===== src/shared/spbs_consts.vh =====
// Purpose: Constants for the serial port rate and shift-mode block.
// Assumes: One clock, one phase per clock, twelve phases per machine cycle.
// Notes:   Offsets are byte addresses on the register bus.
`ifndef SPBS_CONSTS_VH
`define SPBS_CONSTS_VH

// Register offsets.
`define SPBS_OFF_SCTRL   8'h00
`define SPBS_OFF_SERIAL_BUFFER    8'h04
`define SPBS_OFF_PWR     8'h08
`define SPBS_OFF_T2CTRL  8'h0c
`define SPBS_OFF_CAPLO   8'h10
`define SPBS_OFF_CAPHI   8'h14
`define SPBS_OFF_CNTLO   8'h18
`define SPBS_OFF_CNTHI   8'h1c

// Serial control fields.
`define SPBS_SC_MODE_HI  7
`define SPBS_SC_MODE_LO  6
`define SPBS_SC_MPROC    5
`define SPBS_SC_RXEN     4
`define SPBS_SC_TX9      3
`define SPBS_SC_RX9      2
`define SPBS_SC_TXDONE   1
`define SPBS_SC_RXDONE   0

// Power control field.
`define SPBS_PC_DOUBLE   7

// Second timer control fields.
`define SPBS_T2_OVF      7
`define SPBS_T2_EXTF     6
`define SPBS_T2_RXCLK    5
`define SPBS_T2_TXCLK    4
`define SPBS_T2_EXTEN    3
`define SPBS_T2_RUN      2
`define SPBS_T2_CSEL     1

// Serial modes.
`define SPBS_MODE_SHIFT  2'h0
`define SPBS_MODE_M2     2'h2

// Machine cycle phases (S1P1 is phase 0, S6P2 is phase 11).
`define SPBS_PH_S1P1     4'h0
`define SPBS_PH_S2P2     4'h3
`define SPBS_PH_S5P1     4'h8
`define SPBS_PH_S5P2     4'h9
`define SPBS_PH_S6P2     4'hb
`define SPBS_PHASES      12

// Shift register constants and rate figures.
`define SPBS_RX_PRELOAD  8'hfe
`define SPBS_TX_LASTPAT  9'h001
`define SPBS_M2_SLOW_DIV 4
`define SPBS_X16_DIV     16
`define SPBS_RESP_OKAY   2'h0
`define SPBS_RESP_SLVERR 2'h2

`endif


===== src/verilog/spbs_top.v =====
// Purpose: Serial port rate selection and mode 0 shift-register engine.
// Assumes: Inputs synchronous to clock; clock is the oscillator.
// Notes:   Registers reached over AXI4-Lite; frame logic of modes 1-3 is outside.
`include "spbs_consts.vh"

module spbs_top (
  // Clock and reset
  input  wire        clock,
  input  wire        rst,
  // AXI4-Lite write
  input  wire [7:0]  s_axi_awaddr,
  input  wire        s_axi_awvalid,
  output wire        s_axi_awready,
  input  wire [31:0] s_axi_wdata,
  input  wire [3:0]  s_axi_wstrb,
  input  wire        s_axi_wvalid,
  output wire        s_axi_wready,
  output wire [1:0]  s_axi_bresp,
  output wire        s_axi_bvalid,
  input  wire        s_axi_bready,
  // AXI4-Lite read
  input  wire [7:0]  s_axi_araddr,
  input  wire        s_axi_arvalid,
  output wire        s_axi_arready,
  output wire [31:0] s_axi_rdata,
  output wire [1:0]  s_axi_rresp,
  output wire        s_axi_rvalid,
  input  wire        s_axi_rready,
  // Timer inputs
  input  wire        t1_overflow,
  input  wire        t2_ext_pin,
  input  wire        t2_count_pin,
  // Mode 0 link
  input  wire        serial_data_in,
  output wire        serial_data_out,
  output wire        serial_data_oe,
  output wire        serial_clock_out_line,
  // Bit rate ticks
  output wire        tx_bit_tick,
  output wire        rx_bit_tick
);

  function hit;
    input [7:0] a;
    input [7:0] off;
    begin
      hit = (a[7:2] == off[7:2]);
    end
  endfunction

  function [7:0] rev8;
    input [7:0] v;
    integer k;
    begin
      for (k = 0; k < 8; k = k + 1) begin
        rev8[k] = v[7 - k];
      end
    end
  endfunction

  function mapped;
    input [7:0] a;
    begin
      mapped = (a[7:5] == 3'h0);
    end
  endfunction

  // Bus state.
  reg        awready_reg, wready_reg, bvalid_reg, arready_reg, rvalid_reg;
  reg        aw_have_reg, w_have_reg;
  reg [7:0]  awaddr_reg;
  reg [7:0]  wdata_reg;
  reg        wstrb_reg;
  reg [1:0]  bresp_reg, rresp_reg;
  reg [31:0] rdata_reg;
  // Software registers.
  reg [1:0]  mode_reg;
  reg        multiproc_enable_reg, rx_enable_reg, tx_ninth_bit_reg, rx_ninth_bit_reg;
  reg        tx_done_flag_reg, rx_done_flag_reg, double_rate_sel_reg;
  reg        t2_overflow_flag_reg, t2_ext_flag_reg, tx_clk_from_t2_reg, rx_clk_from_t2_reg;
  reg        t2_ext_enable_reg, t2_run_reg, t2_count_select_reg;
  reg [15:0] t2_capture_reg;
  reg [7:0]  serial_buffer_reg, tx_data_reg;
  // Engine state.
  reg        tx_req_reg, tx_wait_reg, send_reg;
  reg [8:0]  tx_sh_reg;
  reg        rx_arm_reg, rx_go_reg, recv_reg, rx_last_reg, rx_samp_reg;
  reg [7:0]  rx_sh_reg;
  reg        ext_prev_reg, cnt_prev_reg, t1_half_reg;
  reg [1:0]  m2_cnt_reg;
  reg        data_out_reg, data_oe_reg, sclk_reg;
  reg [1:0]  bit_tick_reg;

  wire [3:0]  phase;
  wire [15:0] t2_count;
  wire        t2_ovf;

  ////////////////////////////////////////////////////////////////////////////
  // Decode of the pending bus write.
  wire wr_fire = aw_have_reg & w_have_reg & ~bvalid_reg;
  wire wr_ok   = wr_fire & wstrb_reg & mapped(awaddr_reg);
  wire wr_sc   = wr_ok & hit(awaddr_reg, `SPBS_OFF_SCTRL);
  wire wr_sb   = wr_ok & hit(awaddr_reg, `SPBS_OFF_SERIAL_BUFFER);
  wire wr_pc   = wr_ok & hit(awaddr_reg, `SPBS_OFF_PWR);
  wire wr_t2   = wr_ok & hit(awaddr_reg, `SPBS_OFF_T2CTRL);
  wire wr_cl   = wr_ok & hit(awaddr_reg, `SPBS_OFF_CAPLO);
  wire wr_ch   = wr_ok & hit(awaddr_reg, `SPBS_OFF_CAPHI);
  wire wr_nl   = wr_ok & hit(awaddr_reg, `SPBS_OFF_CNTLO);
  wire wr_nh   = wr_ok & hit(awaddr_reg, `SPBS_OFF_CNTHI);

  wire baud_mode = tx_clk_from_t2_reg | rx_clk_from_t2_reg;
  wire mode0     = (mode_reg == `SPBS_MODE_SHIFT);
  wire mc_tick   = (phase == `SPBS_PH_S6P2);
  wire st_tick   = phase[0];
  wire ext_fall  = ext_prev_reg & ~t2_ext_pin;
  wire cnt_fall  = cnt_prev_reg & ~t2_count_pin;
  wire tx_fin    = (phase == `SPBS_PH_S1P1) & send_reg & (tx_sh_reg == `SPBS_TX_LASTPAT);
  wire rx_fin    = (phase == `SPBS_PH_S1P1) & rx_last_reg;

  ////////////////////////////////////////////////////////////////////////////
  // Submodules.
  spbs_phase_gen u_phase (
    .clock     (clock),
    .rst       (rst),
    .phase_reg (phase)
  );

  spbs_timer2 u_t2 (
    .clock      (clock),
    .rst        (rst),
    .run        (t2_run_reg),
    .baud_mode  (baud_mode),
    .count_sel  (t2_count_select_reg),
    .state_tick (st_tick),
    .mc_tick    (mc_tick),
    .pin_tick   (cnt_fall),
    .reload     (t2_capture_reg),
    .wr_lo      (wr_nl),
    .wr_hi      (wr_nh),
    .wdata      (wdata_reg),
    .count_reg  (t2_count),
    .ovf_reg    (t2_ovf)
  );

  ////////////////////////////////////////////////////////////////////////////
  // AXI4-Lite channel handshakes.
  always @(posedge clock or posedge rst) begin
    if (rst) begin
      awready_reg <= 1'b1;
      wready_reg  <= 1'b1;
      aw_have_reg <= 1'b0;
      w_have_reg  <= 1'b0;
      awaddr_reg  <= 8'h00;
      wdata_reg   <= 8'h00;
      wstrb_reg   <= 1'b0;
      bvalid_reg  <= 1'b0;
      bresp_reg   <= `SPBS_RESP_OKAY;
      arready_reg <= 1'b1;
      rvalid_reg  <= 1'b0;
      rresp_reg   <= `SPBS_RESP_OKAY;
      rdata_reg   <= 32'h00000000;
    end else begin
      if (s_axi_awvalid & awready_reg) begin
        awaddr_reg  <= s_axi_awaddr;
        aw_have_reg <= 1'b1;
        awready_reg <= 1'b0;
      end
      if (s_axi_wvalid & wready_reg) begin
        wdata_reg  <= s_axi_wdata[7:0];
        wstrb_reg  <= s_axi_wstrb[0];
        w_have_reg <= 1'b1;
        wready_reg <= 1'b0;
      end
      if (wr_fire) begin
        bvalid_reg  <= 1'b1;
        bresp_reg   <= mapped(awaddr_reg) ? `SPBS_RESP_OKAY : `SPBS_RESP_SLVERR;
        aw_have_reg <= 1'b0;
        w_have_reg  <= 1'b0;
      end
      if (bvalid_reg & s_axi_bready) begin
        bvalid_reg  <= 1'b0;
        awready_reg <= 1'b1;
        wready_reg  <= 1'b1;
      end
      if (s_axi_arvalid & arready_reg) begin
        arready_reg <= 1'b0;
        rvalid_reg  <= 1'b1;
        rresp_reg   <= mapped(s_axi_araddr) ? `SPBS_RESP_OKAY : `SPBS_RESP_SLVERR;
        rdata_reg   <= 32'h00000000;
        case (s_axi_araddr[4:2])
          3'h0: rdata_reg[7:0] <= {mode_reg, multiproc_enable_reg, rx_enable_reg,
                                   tx_ninth_bit_reg, rx_ninth_bit_reg,
                                   tx_done_flag_reg, rx_done_flag_reg};
          3'h1: rdata_reg[7:0] <= serial_buffer_reg;
          3'h2: rdata_reg[7:0] <= {double_rate_sel_reg, 7'h00};
          3'h3: rdata_reg[7:0] <= {t2_overflow_flag_reg, t2_ext_flag_reg,
                                   rx_clk_from_t2_reg, tx_clk_from_t2_reg,
                                   t2_ext_enable_reg, t2_run_reg, t2_count_select_reg, 1'b0};
          3'h4: rdata_reg[7:0] <= t2_capture_reg[7:0];
          3'h5: rdata_reg[7:0] <= t2_capture_reg[15:8];
          3'h6: rdata_reg[7:0] <= t2_count[7:0];
          default: rdata_reg[7:0] <= t2_count[15:8];
        endcase
        if (!mapped(s_axi_araddr)) begin
          rdata_reg <= 32'h00000000;
        end
      end
      if (rvalid_reg & s_axi_rready) begin
        rvalid_reg  <= 1'b0;
        arready_reg <= 1'b1;
      end
    end
  end

  ////////////////////////////////////////////////////////////////////////////
  // Software registers and hardware-set flags (a set wins over a clear).
  always @(posedge clock or posedge rst) begin
    if (rst) begin
      mode_reg             <= 2'h0;
      multiproc_enable_reg <= 1'b0;
      rx_enable_reg        <= 1'b0;
      tx_ninth_bit_reg     <= 1'b0;
      rx_ninth_bit_reg     <= 1'b0;
      tx_done_flag_reg     <= 1'b0;
      rx_done_flag_reg     <= 1'b0;
      double_rate_sel_reg  <= 1'b0;
      t2_overflow_flag_reg <= 1'b0;
      t2_ext_flag_reg      <= 1'b0;
      tx_clk_from_t2_reg   <= 1'b0;
      rx_clk_from_t2_reg   <= 1'b0;
      t2_ext_enable_reg    <= 1'b0;
      t2_run_reg           <= 1'b0;
      t2_count_select_reg  <= 1'b0;
      t2_capture_reg       <= 16'h0000;
      ext_prev_reg         <= 1'b1;
      cnt_prev_reg         <= 1'b1;
    end else begin
      ext_prev_reg <= t2_ext_pin;
      cnt_prev_reg <= t2_count_pin;
      if (wr_sc) begin
        mode_reg             <= wdata_reg[`SPBS_SC_MODE_HI:`SPBS_SC_MODE_LO];
        multiproc_enable_reg <= wdata_reg[`SPBS_SC_MPROC];
        rx_enable_reg        <= wdata_reg[`SPBS_SC_RXEN];
        tx_ninth_bit_reg     <= wdata_reg[`SPBS_SC_TX9];
        rx_ninth_bit_reg     <= wdata_reg[`SPBS_SC_RX9];
        tx_done_flag_reg     <= wdata_reg[`SPBS_SC_TXDONE];
        rx_done_flag_reg     <= wdata_reg[`SPBS_SC_RXDONE];
      end
      if (tx_fin) begin
        tx_done_flag_reg <= 1'b1;
      end
      if (rx_fin) begin
        rx_done_flag_reg <= 1'b1;
      end
      if (wr_pc) begin
        double_rate_sel_reg <= wdata_reg[`SPBS_PC_DOUBLE];
      end
      if (wr_t2) begin
        t2_overflow_flag_reg <= wdata_reg[`SPBS_T2_OVF];
        t2_ext_flag_reg      <= wdata_reg[`SPBS_T2_EXTF];
        rx_clk_from_t2_reg   <= wdata_reg[`SPBS_T2_RXCLK];
        tx_clk_from_t2_reg   <= wdata_reg[`SPBS_T2_TXCLK];
        t2_ext_enable_reg    <= wdata_reg[`SPBS_T2_EXTEN];
        t2_run_reg           <= wdata_reg[`SPBS_T2_RUN];
        t2_count_select_reg  <= wdata_reg[`SPBS_T2_CSEL];
      end
      if (t2_ovf & ~baud_mode) begin
        t2_overflow_flag_reg <= 1'b1;
      end
      if (ext_fall & t2_ext_enable_reg) begin
        t2_ext_flag_reg <= 1'b1;
      end
      if (wr_cl) begin
        t2_capture_reg[7:0] <= wdata_reg;
      end
      if (wr_ch) begin
        t2_capture_reg[15:8] <= wdata_reg;
      end
    end
  end

  ////////////////////////////////////////////////////////////////////////////
  // Mode 0 transmit and receive engine.
  always @(posedge clock or posedge rst) begin
    if (rst) begin
      tx_req_reg        <= 1'b0;
      tx_wait_reg       <= 1'b0;
      send_reg          <= 1'b0;
      tx_sh_reg         <= 9'h000;
      tx_data_reg       <= 8'h00;
      rx_arm_reg        <= 1'b0;
      rx_go_reg         <= 1'b0;
      recv_reg          <= 1'b0;
      rx_last_reg       <= 1'b0;
      rx_samp_reg       <= 1'b1;
      rx_sh_reg         <= 8'h00;
      serial_buffer_reg <= 8'h00;
      data_out_reg      <= 1'b1;
      data_oe_reg       <= 1'b0;
      sclk_reg          <= 1'b1;
    end else begin
      if (wr_sb & mode0) begin
        tx_data_reg <= wdata_reg;
        tx_req_reg  <= 1'b1;
      end
      if (mc_tick & tx_req_reg) begin
        tx_sh_reg   <= {1'b1, tx_data_reg};
        tx_req_reg  <= 1'b0;
        tx_wait_reg <= 1'b1;
      end else if (mc_tick & tx_wait_reg) begin
        tx_wait_reg <= 1'b0;
        send_reg    <= 1'b1;
      end else if (mc_tick & send_reg) begin
        tx_sh_reg <= {1'b0, tx_sh_reg[8:1]};
      end
      if (tx_fin) begin
        send_reg <= 1'b0;
      end
      if (mode0 & rx_enable_reg & ~rx_done_flag_reg & ~rx_arm_reg & ~rx_go_reg
          & ~recv_reg) begin
        rx_arm_reg <= 1'b1;
      end
      if ((phase == `SPBS_PH_S1P1) & rx_arm_reg) begin
        rx_arm_reg <= 1'b0;
        rx_go_reg  <= 1'b1;
      end
      if (phase == `SPBS_PH_S5P2) begin
        rx_samp_reg <= serial_data_in;
      end
      if (mc_tick & rx_go_reg) begin
        rx_sh_reg <= `SPBS_RX_PRELOAD;
        rx_go_reg <= 1'b0;
        recv_reg  <= 1'b1;
      end else if (mc_tick & recv_reg & ~rx_last_reg) begin
        rx_sh_reg <= {rx_sh_reg[6:0], rx_samp_reg};
        if (!rx_sh_reg[7]) begin
          serial_buffer_reg <= rev8({rx_sh_reg[6:0], rx_samp_reg});
          rx_last_reg       <= 1'b1;
        end
      end
      if (rx_fin) begin
        recv_reg    <= 1'b0;
        rx_last_reg <= 1'b0;
      end
      data_oe_reg  <= send_reg;
      data_out_reg <= send_reg ? tx_sh_reg[0] : 1'b1;
      sclk_reg     <= ~((send_reg | recv_reg)
                        & (phase >= `SPBS_PH_S2P2) & (phase <= `SPBS_PH_S5P1));
    end
  end

  ////////////////////////////////////////////////////////////////////////////
  // Rate sources for the sixteen-times sample tick.
  always @(posedge clock or posedge rst) begin
    if (rst) begin
      t1_half_reg <= 1'b0;
      m2_cnt_reg  <= 2'h0;
    end else begin
      m2_cnt_reg <= m2_cnt_reg + 2'h1;
      if (t1_overflow) begin
        t1_half_reg <= ~t1_half_reg;
      end
    end
  end

  wire t1_x16 = t1_overflow & (double_rate_sel_reg | t1_half_reg);
  wire m2_x16 = double_rate_sel_reg ? m2_cnt_reg[0]
                : (m2_cnt_reg == `SPBS_M2_SLOW_DIV - 1);
  wire [1:0] use_t2 = {rx_clk_from_t2_reg, tx_clk_from_t2_reg};

  genvar gi;
  generate
    for (gi = 0; gi < 2; gi = gi + 1) begin : g_rate
      reg  [3:0] div_reg;
      wire       x16;
      assign x16 = (mode_reg == `SPBS_MODE_M2) ? m2_x16
                   : (use_t2[gi] ? (t2_ovf & baud_mode) : t1_x16);
      always @(posedge clock or posedge rst) begin
        if (rst) begin
          div_reg          <= 4'h0;
          bit_tick_reg[gi] <= 1'b0;
        end else begin
          if (x16 & ~mode0) begin
            div_reg <= div_reg + 4'h1;
          end
          bit_tick_reg[gi] <= mode0 ? mc_tick
                              : (x16 & (div_reg == `SPBS_X16_DIV - 1));
        end
      end
    end
  endgenerate

  ////////////////////////////////////////////////////////////////////////////
  // Outputs.
  assign s_axi_awready         = awready_reg;
  assign s_axi_wready          = wready_reg;
  assign s_axi_bvalid          = bvalid_reg;
  assign s_axi_bresp           = bresp_reg;
  assign s_axi_arready         = arready_reg;
  assign s_axi_rvalid          = rvalid_reg;
  assign s_axi_rresp           = rresp_reg;
  assign s_axi_rdata           = rdata_reg;
  assign serial_data_out       = data_out_reg;
  assign serial_data_oe        = data_oe_reg;
  assign serial_clock_out_line = sclk_reg;
  assign tx_bit_tick           = bit_tick_reg[0];
  assign rx_bit_tick           = bit_tick_reg[1];

endmodule


===== src/verilog/spbs_phase_gen.v =====
// Purpose: Generates the twelve oscillator phases of a machine cycle.
// Assumes: One oscillator period per clock.
// Notes:   Phase 0 is S1P1, phase 11 is S6P2.
`include "spbs_consts.vh"

module spbs_phase_gen (
  // Clock and reset
  input  wire       clock,
  input  wire       rst,
  // Phase state
  output reg  [3:0] phase_reg
);

  ////////////////////////////////////////////////////////////////////////////
  // Phase counter wraps after the last phase.
  always @(posedge clock or posedge rst) begin
    if (rst) begin
      phase_reg <= 4'h0;
    end else if (phase_reg == `SPBS_PHASES - 1) begin
      phase_reg <= 4'h0;
    end else begin
      phase_reg <= phase_reg + 4'h1;
    end
  end

endmodule


===== src/verilog/spbs_timer2.v =====
// Purpose: Second timer counter with reload and software write access.
// Assumes: Tick inputs are single-clock pulses.
// Notes:   Overflow pulses for one clock, set on the same edge as the rollover reload.
`include "spbs_consts.vh"

module spbs_timer2 (
  // Clock and reset
  input  wire        clock,
  input  wire        rst,
  // Control
  input  wire        run,
  input  wire        baud_mode,
  input  wire        count_sel,
  input  wire        state_tick,
  input  wire        mc_tick,
  input  wire        pin_tick,
  input  wire [15:0] reload,
  // Software writes
  input  wire        wr_lo,
  input  wire        wr_hi,
  input  wire [7:0]  wdata,
  // State
  output reg  [15:0] count_reg,
  output reg         ovf_reg
);

  wire inc;
  assign inc = run & (count_sel ? pin_tick : (baud_mode ? state_tick : mc_tick));

  ////////////////////////////////////////////////////////////////////////////
  // Counting, rollover reload and writes.
  always @(posedge clock or posedge rst) begin
    if (rst) begin
      count_reg <= 16'h0000;
      ovf_reg   <= 1'b0;
    end else begin
      ovf_reg <= inc & (count_reg == 16'hffff);
      if (wr_lo) begin
        count_reg[7:0] <= wdata;
      end else if (wr_hi) begin
        count_reg[15:8] <= wdata;
      end else if (inc) begin
        if (count_reg == 16'hffff) begin
          count_reg <= reload;
        end else begin
          count_reg <= count_reg + 16'h0001;
        end
      end
    end
  end

endmodule


===== config.mk =====
export PLATFORM = sky130hd
export DESIGN_NAME = spbs_top
export DESIGN_NICKNAME = d
export VERILOG_FILES = /design/src/verilog/spbs_top.v /design/src/verilog/spbs_phase_gen.v /design/src/verilog/spbs_timer2.v
export VERILOG_INCLUDE_DIRS = /design/src /design/src/shared
export SDC_FILE = /design/constraint.sdc
export NUM_CORES = 1
export LEC_CHECK = 0
export BUFFER_PORTS_ARGS = -buffer_cell sky130_fd_sc_hd__buf_2
export CORE_ASPECT_RATIO = 0.75
export CORE_MARGIN = 2
export CORE_UTILIZATION = 60
export CTS_BUF_LIST = sky130_fd_sc_hd__clkbuf_8
export CTS_CLUSTER_DIAMETER = 30
export DETAILED_ROUTE_END_ITERATION = 6
export HOLD_SLACK_MARGIN = 0.06
export PLACE_DENSITY = 0.84
export SYNTH_ARGS = -nofsm -noshare
export SYNTH_HDL_FRONTEND = slang
export SYNTH_HIERARCHICAL = 1
export SYNTH_SLANG_ARGS = --single-unit
export TNS_END_PERCENT = 30

===== constraint.sdc =====
create_clock -name clock -period 10.5 [get_ports clock]
set_input_delay 2.1 -clock clock [delete_from_list [all_inputs] [get_ports clock]]
set_output_delay 2.1 -clock clock [all_outputs]
set_load 0.03 [all_outputs]

==> results of run 1 <==
==> cell families (layout without fill, tap and decap cells) <==
group	Yosys count	in the layout	share of synthesized area, %
buffers and inverters	75	113	5.57
other	1	26	0.0527
DFF	144	144	50.8
xor gates and xnor gates	17	17	2.09
AOI/OAI and AO/OA	161	161	15.0
muxes	81	81	12.8
adders and majority gates	5	5	0.879
and+or+nand+nor	163	163	12.9
==> power by group <==
part	switching, W	leakage [nW]	internal, W
Combinational	0.000181	1.50	0.000146
Sequential	0.000168	1.84	0.000668
Clock	0.000204	0.217	0.000244
==> through the flow <==
stage | instances | total power (W) | hold WS (ns)
finish | 872 | 0.00161 | 0.442
detailed placement | 840 | 0.00117 | 0.438
global placement | 840 | 0.00113 | 0.427
CTS | 872 | 0.00161 | 0.448
global route | 872 | 0.00169 | 0.467
floorplan | 672 | 0.00104 | 0.416
==> synthesized netlist by cell type (2+ instances only) <==
cell,number,area (um^2)
nor4_4,3,63.8
xor2_1,8,70.1
dfrtp_1,136,3400
nand4_2,2,25.0
a21oi_1,22,110
buf_1,2,7.51
nand2_1,62,233
ha_1,5,62.6
nand2b_1,5,31.3
dfstp_2,8,210
o41ai_1,3,26.3
xnor2_1,9,78.8
nand3_2,3,30.0
or2_2,2,12.5
o21ai_0,55,275
mux2i_1,12,120
a22oi_1,17,128
clkbuf_1,10,37.5
a221oi_1,5,43.8
and2_1,3,18.8
o22a_1,8,70.1
a2bb2oi_1,4,35.0
nand3_1,11,55.1
inv_1,27,101
nor2_1,25,93.8
nor2b_1,9,56.3
o211ai_1,3,22.5
and3_1,5,31.3
buf_4,26,195
a31oi_1,5,31.3
o221ai_1,4,35.0
buf_2,8,40.0
nand4_1,4,25.0
mux2_2,68,766
nor4_1,3,18.8
a22o_1,4,35.0
nand3b_1,2,15.0
nor3_1,8,40.0
a221o_1,2,20.0
or4_1,2,15.0
a21o_1,5,37.5
o22ai_1,11,68.8
o21a_1,3,22.5
==> placed cells by master (no fill, tap or decap), types with 3 or more instances in the layout <==
cell type  Yosys  routed
nand3_2        3       3
ha_1           5       5
o41ai_1        3       3
o21a_1         3       3
nor3_1         8       8
a21oi_1       22      22
o21ai_0       55      55
bufinv_16      0       3
and2_1         3       3
nand2_1       62      62
a221oi_1       5       5
nor2b_1        9       9
nand2b_1       5       5
o22ai_1       11      11
dfstp_2        8       8
buf_2          8      51
dfrtp_1      136     136
inv_1         27      30
clkbuf_8       0      19
a22o_1         4       4
nand4_1        4       4
mux2_2        68      68
o22a_1         8       8
nor4_1         3       3
conb_1         1      26
xnor2_1        9       9
a31oi_1        5       5
nor4_4         3       3
nand3_1       11      11
xor2_1         8       8
o211ai_1       3       3
a2bb2oi_1      4       4
nor2_1        25      25
a21o_1         5       5
mux2i_1       12      12
a22oi_1       17      17
and3_1         5       5
o221ai_1       4       4
==> routing by layer <==
metal	global-route usage (%)	part of all wire, %	vias up
met1	40.7	45	2598
met4	7.20	1.2	0
li1	-	-	2408
met5	0	0	-
met2	42.2	46	253
met3	7.01	7.3	18
==> worst max-delay path, cell delays in order <==
cell       delay, ns
buf_2           0.11
nor2b_1         0.19
nand2b_1        0.20
o2111ai_2       0.47
or2_2           0.58
a21oi_2         0.16
a221oi_2        0.07
==> final cells by class <==
type | count | area [um^2] | share of cell area (%)
clock buffer | 19 | 262 | 3.35
timing repair buffer | 53 | 270 | 3.46
multi-input combinational | 453 | 3200 | 41.0
tap | 162 | 203 | 2.60
inverter | 28 | 108 | 1.38
sequential | 144 | 3610 | 46.3
clock inverter | 13 | 148 | 1.89
==> final timing paths <==
path / slack (ns) / endpoint / from / cells past startpoint
min reg2reg: 0.44 / m2_cnt_reg[0] / m2_cnt_reg[0] / 1
min: 0.44 / m2_cnt_reg[0] / m2_cnt_reg[0] / 1
max in group asynchronous: 7.36 / s_axi_rdata[2] / rst / 3
min in group asynchronous: 1.59 / u_phase/phase_reg[1] / rst / 2
max reg2reg: 7.12 / u_t2/count_reg[14] / awaddr_reg[6] / 9
max: 6.92 / u_t2/count_reg[14] / t2_count_pin / 7
==> reports/metrics.csv, run 1 <==
stage,metric,value,unit
place,total_half_perimeter_wirelength_after_legalization_and_detailed_placement,11.7,mm
logic_synthesis,asyncSetResetFlopFracSynth,100,%
sta,final.min_clock_period,3.58,ns
drt,antenna_violating_nets_post_route,0,
critical_path,sort_of_element_at_the_start_of_the_critical_path,primary input,
clocking,post_cts_buffers,0,
global_route,maximum_number_of_pins_on_one_net_before_global_route_repair,91,
drt,routed_via_density,6.05,
global_route,grt-ovfl-total,0,
sta,fmax,279,MHz
clocking,cts_root_buf,clkbuf_8,
critical_path,worstPathMaxFanout,17,
logic_synthesis,synth-edff-count,0,
clocking,tritoncts_num_sinks,144,
critical_path,crit_arrival,3.90,ns
status,status,"finished, final reports clean",
clocking,h-tree-depth,4,
clocking,cts-resized-gates,0,
floorplanning,core_region_area,11600,um^2
sta,finClkSkew,0.0153,ns
floorplanning,dieHeight,98.3,um
final_layout,finish.utilization,67.4,%
sta,setup_slack,6.92,ns
sta,maxSlewViolCount,0,
drt,routedWlPerCell,19.1,um
logic_synthesis,synth.yosys.warnings,6,
floorplanning,starting_density,61.5,%
sta,hold_violations,0,
worst_hold_path,timing.hold.worst.class,register to register,
clocking,cts_inserted_buffers,17,
floorplanning,design.die.area,12800,um^2
final_layout,final_design_area_no_fill,7800,um^2
sta,timing.setup.tns,0,ns
power_and_ir_drop,ir_drop,147,uV
global_route,via_count_of_the_first_global_routing_pass,5151,
place,buffer_ports.inserted,51,
critical_path,critical_path_required,10.82,ns
floorplanning,boundaryPins,109,
drt,drc_errors,0,
sta,slew_headroom,26.5,%
sta,worst_slew_pin_slew,1.10,ns
place,postPlaceCellArea,7390,um^2
clocking,clock_latency,0.44,ns
place,setup_slack_placement,6.50,ns
logic_synthesis,postSynth.topFlopCell,dfrtp_1,
final_layout,drive_above_1_share,25.5,%
final_layout,fillers,877,
power_and_ir_drop,static-leakage-power,3.55,nW
logic_synthesis,ys_types,71,
critical_path,critPathKind,primary input to register,
sta,final_min_period_over_clock_period,34.1,%
floorplanning,fp-row-count,34,
drt,routed-via-count,5277,
critical_path,critPathCaptureType,register,
final_layout,syn2layout_area_growth,9.65,%
logic_synthesis,ys_seq_area_share,50.8,%
sta,rsz0062_at_grt,false,
power_and_ir_drop,power_per_cell_area,206,nW/um^2
drt,totalWireLength,16.7,mm
logic_synthesis,synth.avg_cell_area,11.0,um^2
global_route,wire_length_of_the_first_global_routing_pass,27.3,mm
global_route,grt_antenna_before_repair,0,
clocking,tritoncts,built,
sta,setup_viol,0,
drt,first_iter_violations,495,
drt,detail_route.first_pass.iterations,7,
place,finalWeightedCongestion,0.917,
clocking,clk_pin_slew_worst_paths,0.08,ns
final_layout,final_net_count,765,
logic_synthesis,post_synth_instance_area,7120,um^2
logic_synthesis,netlist_instances,647,
global_route,global_route_usage_over_all_layers,27.9,%
clocking,cts.path.max_buffers,2,
flow_run,drv_cap,0,
logic_synthesis,synth_seq_cells,144,
floorplanning,horizontal_die_dimension,130,um
clocking,postCtsHoldBufs,0,
final_layout,diodes,0,
No activity file was read; power rests on OpenSTA's default activity.
==> inputs of run 2 (changes only) <==
- CORE_UTILIZATION: 60 -> 53
- PLACE_DENSITY: 0.84 -> 0.78
- clock period: 10.5 -> 3.17 ns (I/O delays scaled with it)
==> run 2 against run 1 <==
Flip-flop and latch count unchanged. Combinational power rose to 3.3 times the previous value. Sequential power rose to 3.3 times the previous value. Die area up 13%. Worst hold slack worse by 0.35 ns. Worst setup slack worse by 6.5 ns. Clock skew down 0.0019 ns. Cell count up 1.4%. Via count up 1.7%. Wire length up 0.84%. Clock power rose to 3.0 times the previous value. Global-route usage down 3.6 points. Critical path type is now register to register. Critical endpoint unchanged. Highest routed layer unchanged.
==> reports/metrics.csv, run 2 (same netlist as run 1, synthesis figures left out) <==
stage,metric,value,unit,change
clocking,postCtsHoldBufs,0,,unchanged
power_and_ir_drop,ir_drop,534,uV,was 147 uV
drt,totalWireLength,16.8,mm,was 16.7 mm
critical_path,crit_path_max_incr_delay,0.55,ns,was 0.58 ns
final_layout,finish.utilization,59.8,%,was 67.4%
floorplanning,boundaryPins,109,,unchanged
global_route,grt_antenna_before_repair,0,,unchanged
clocking,h-tree-depth,4,,unchanged
drt,drc_errors,0,,unchanged
final_layout,syn2layout_area_growth,9.77,%,was 9.65%
clocking,cts_root_buf,clkbuf_8,,unchanged
sta,timing.setup.tns,0,ns,unchanged
clocking,cts.path.max_buffers,2,,unchanged
global_route,wire_length_of_the_first_global_routing_pass,26.9,mm,was 27.3 mm
critical_path,crit_cells,7,,unchanged
clocking,tritoncts_num_sinks,144,,unchanged
sta,hold_violations,0,,unchanged
sta,worst_slew_pin_slew,0.814,ns,was 1.10 ns
drt,routed_via_density,6.07,,was 6.05
place,finalWeightedCongestion,0.932,,was 0.917
sta,slew_headroom,45.6,%,was 26.5%
global_route,maximum_number_of_pins_on_one_net_before_global_route_repair,51,,was 91
global_route,global_route_usage_over_all_layers,24.4,%,was 27.9%
drt,routedWlPerCell,19.0,um,was 19.1 um
sta,final_min_period_over_clock_period,85.8,%,
clocking,tritoncts,built,,unchanged
power_and_ir_drop,static-leakage-power,3.54,nW,was 3.55 nW
critical_path,worstPathCellList,"nand4b_4, clkinv_1, mux2_2, o2111ai_2, or2_2, a21oi_2, a221oi_2",,"was buf_2, nor2b_1, nand2b_1, o2111ai_2, or2_2, a21oi_2, a221oi_2"
place,total_half_perimeter_wirelength_after_legalization_and_detailed_placement,11.8,mm,was 11.7 mm
final_layout,multiInputGateArea,3200,um^2,unchanged
final_layout,final_common_cell,dfrtp_1,,unchanged
clocking,clock_latency,0.45,ns,was 0.44 ns
critical_path,worstPathMaxFanout,16,,was 17
clocking,cts_inserted_buffers,17,,unchanged
sta,setup_viol,0,,unchanged
floorplanning,dieHeight,104,um,was 98.3 um
critical_path,crit_buf_inv,1,,unchanged
drt,antenna_violating_nets_post_route,0,,unchanged
critical_path,sort_of_element_at_the_start_of_the_critical_path,register,,was primary input
worst_hold_path,timing.hold.worst.class,primary input to async pin,,was register to register
sta,final.min_clock_period,2.72,ns,
floorplanning,design.die.area,14400,um^2,was 12800 um^2
final_layout,final_design_area_no_fill,7810,um^2,was 7800 um^2
critical_path,critical-path-slowest-cell,dfrtp_1,,was or2_2
power_and_ir_drop,power_per_cell_area,663,nW/um^2,was 206 nW/um^2
floorplanning,core_region_area,13100,um^2,was 11600 um^2
sta,maxSlewViolCount,0,,unchanged
global_route,via_count_of_the_first_global_routing_pass,5204,,was 5151
critical_path,critPathCaptureType,register,,unchanged
critical_path,critPathKind,register to register,,was primary input to register
critical_path,reg2reg_depth,7,,was 9
clocking,clk_pin_slew_worst_paths,0.09,ns,was 0.08 ns
floorplanning,starting_density,54.5,%,was 61.5%
global_route,grt-ovfl-total,0,,unchanged
drt,first_iter_violations,397,,was 495
place,postPlaceCellArea,7450,um^2,was 7390 um^2
clocking,cts-resized-gates,0,,unchanged
final_layout,fillers,1077,,was 877
sta,finClkSkew,0.0135,ns,was 0.0153 ns
clocking,post_cts_buffers,0,,unchanged
sta,fmax,368,MHz,
status,status,"finished, final reports clean",,unchanged
critical_path,critical_path_required,3.53,ns,was 10.82 ns
critical_path,cpLargestDelayFamily,compound AO/OA/AOI/OAI gates,,was simple AND/OR/NAND/NOR gates
final_layout,final_cell_mix,"dfrtp_1 (136), mux2_2 (68), nand2_1 (62)",,unchanged
drt,detail_route.first_pass.iterations,6,,was 7
sta,rsz0062_at_grt,false,,unchanged
floorplanning,fp-row-count,36,,was 34
critical_path,crit_arrival,3.08,ns,was 3.90 ns
final_layout,final_net_count,768,,was 765
final_layout,diodes,0,,unchanged
place,buffer_ports.inserted,51,,unchanged
final_layout,ff_latch_area,3610,um^2,unchanged
floorplanning,horizontal_die_dimension,138,um,was 130 um
drt,routed-via-count,5369,,was 5277
flow_run,drv_cap,0,,unchanged
final_layout,drive_above_1_share,26.4,%,was 25.5%
## run 2: cell types whose count changed in the layout (fill, tap and decap cells not counted), sizes merged
cell and delta:
bufinv -3, clkbuf -2, buf +3, clkinv +3, inv +2
## run 2: final cells by class
cell class                      count  area share (%)
Timing Repair Buffer               56            4.07
Tap cell                          171            2.74
Sequential cell                   144            46.3
Clock inverter                     15            1.59
Multi-Input combinational cell    453            41.0
Clock buffer                       17            2.99
Inverter                           28            1.39
## run 2: layer usage
metal	routed length, um	part of all wire, %	global-route usage, %
met3	1360	8.1	5.99
met1	7480	44	34.6
met2	7550	45	35.9
met5	0	0	0
met4	442	2.6	9.62
## run 2: worst reg2reg max path, cell delays in order (launching register included)
cell       delay (ns)
dfrtp_1          0.55
nand4b_4         0.31
clkinv_1         0.27
mux2_2           0.37
o2111ai_2        0.48
or2_2            0.37
a21oi_2          0.06
a221oi_2         0.22
## run 2: worst paths after layout
path,slack [ns],end,startpoint
max in group asynchronous,2.07,s_axi_arready,rst
setup reg to reg,0.45,u_t2/count_reg[14],u_phase/phase_reg[2]
hold / removal,0.09,u_phase/phase_reg[1],rst
setup / recovery,0.45,u_t2/count_reg[14],u_phase/phase_reg[2]
min in group clock,0.30,ext_prev_reg,t2_ext_pin
hold reg to reg,0.46,recv_reg,rx_last_reg
## run 2: metrics by stage
stage                     hold slack [ns]  total power, W  std cells  worst slack [ns]
after floorplan                     0.400         0.00345        672             0.844
after global placement              0.430         0.00377        852             0.663
after detailed placement            0.449         0.00385        852             0.541
after CTS                          0.0789         0.00518        884             0.509
after global routing               0.0879         0.00545        884             0.266
final                              0.0905         0.00518        884             0.451
## run 2: report_power, final
part	internal, W	switching (W)	total [W]	leakage (nW)
clock	0.000563	0.000778	0.00134	0.185
combinational	0.000489	0.000597	0.00109	1.52
sequential	0.00221	0.000544	0.00276	1.84
total	0.00326	0.00192	0.00518	3.54
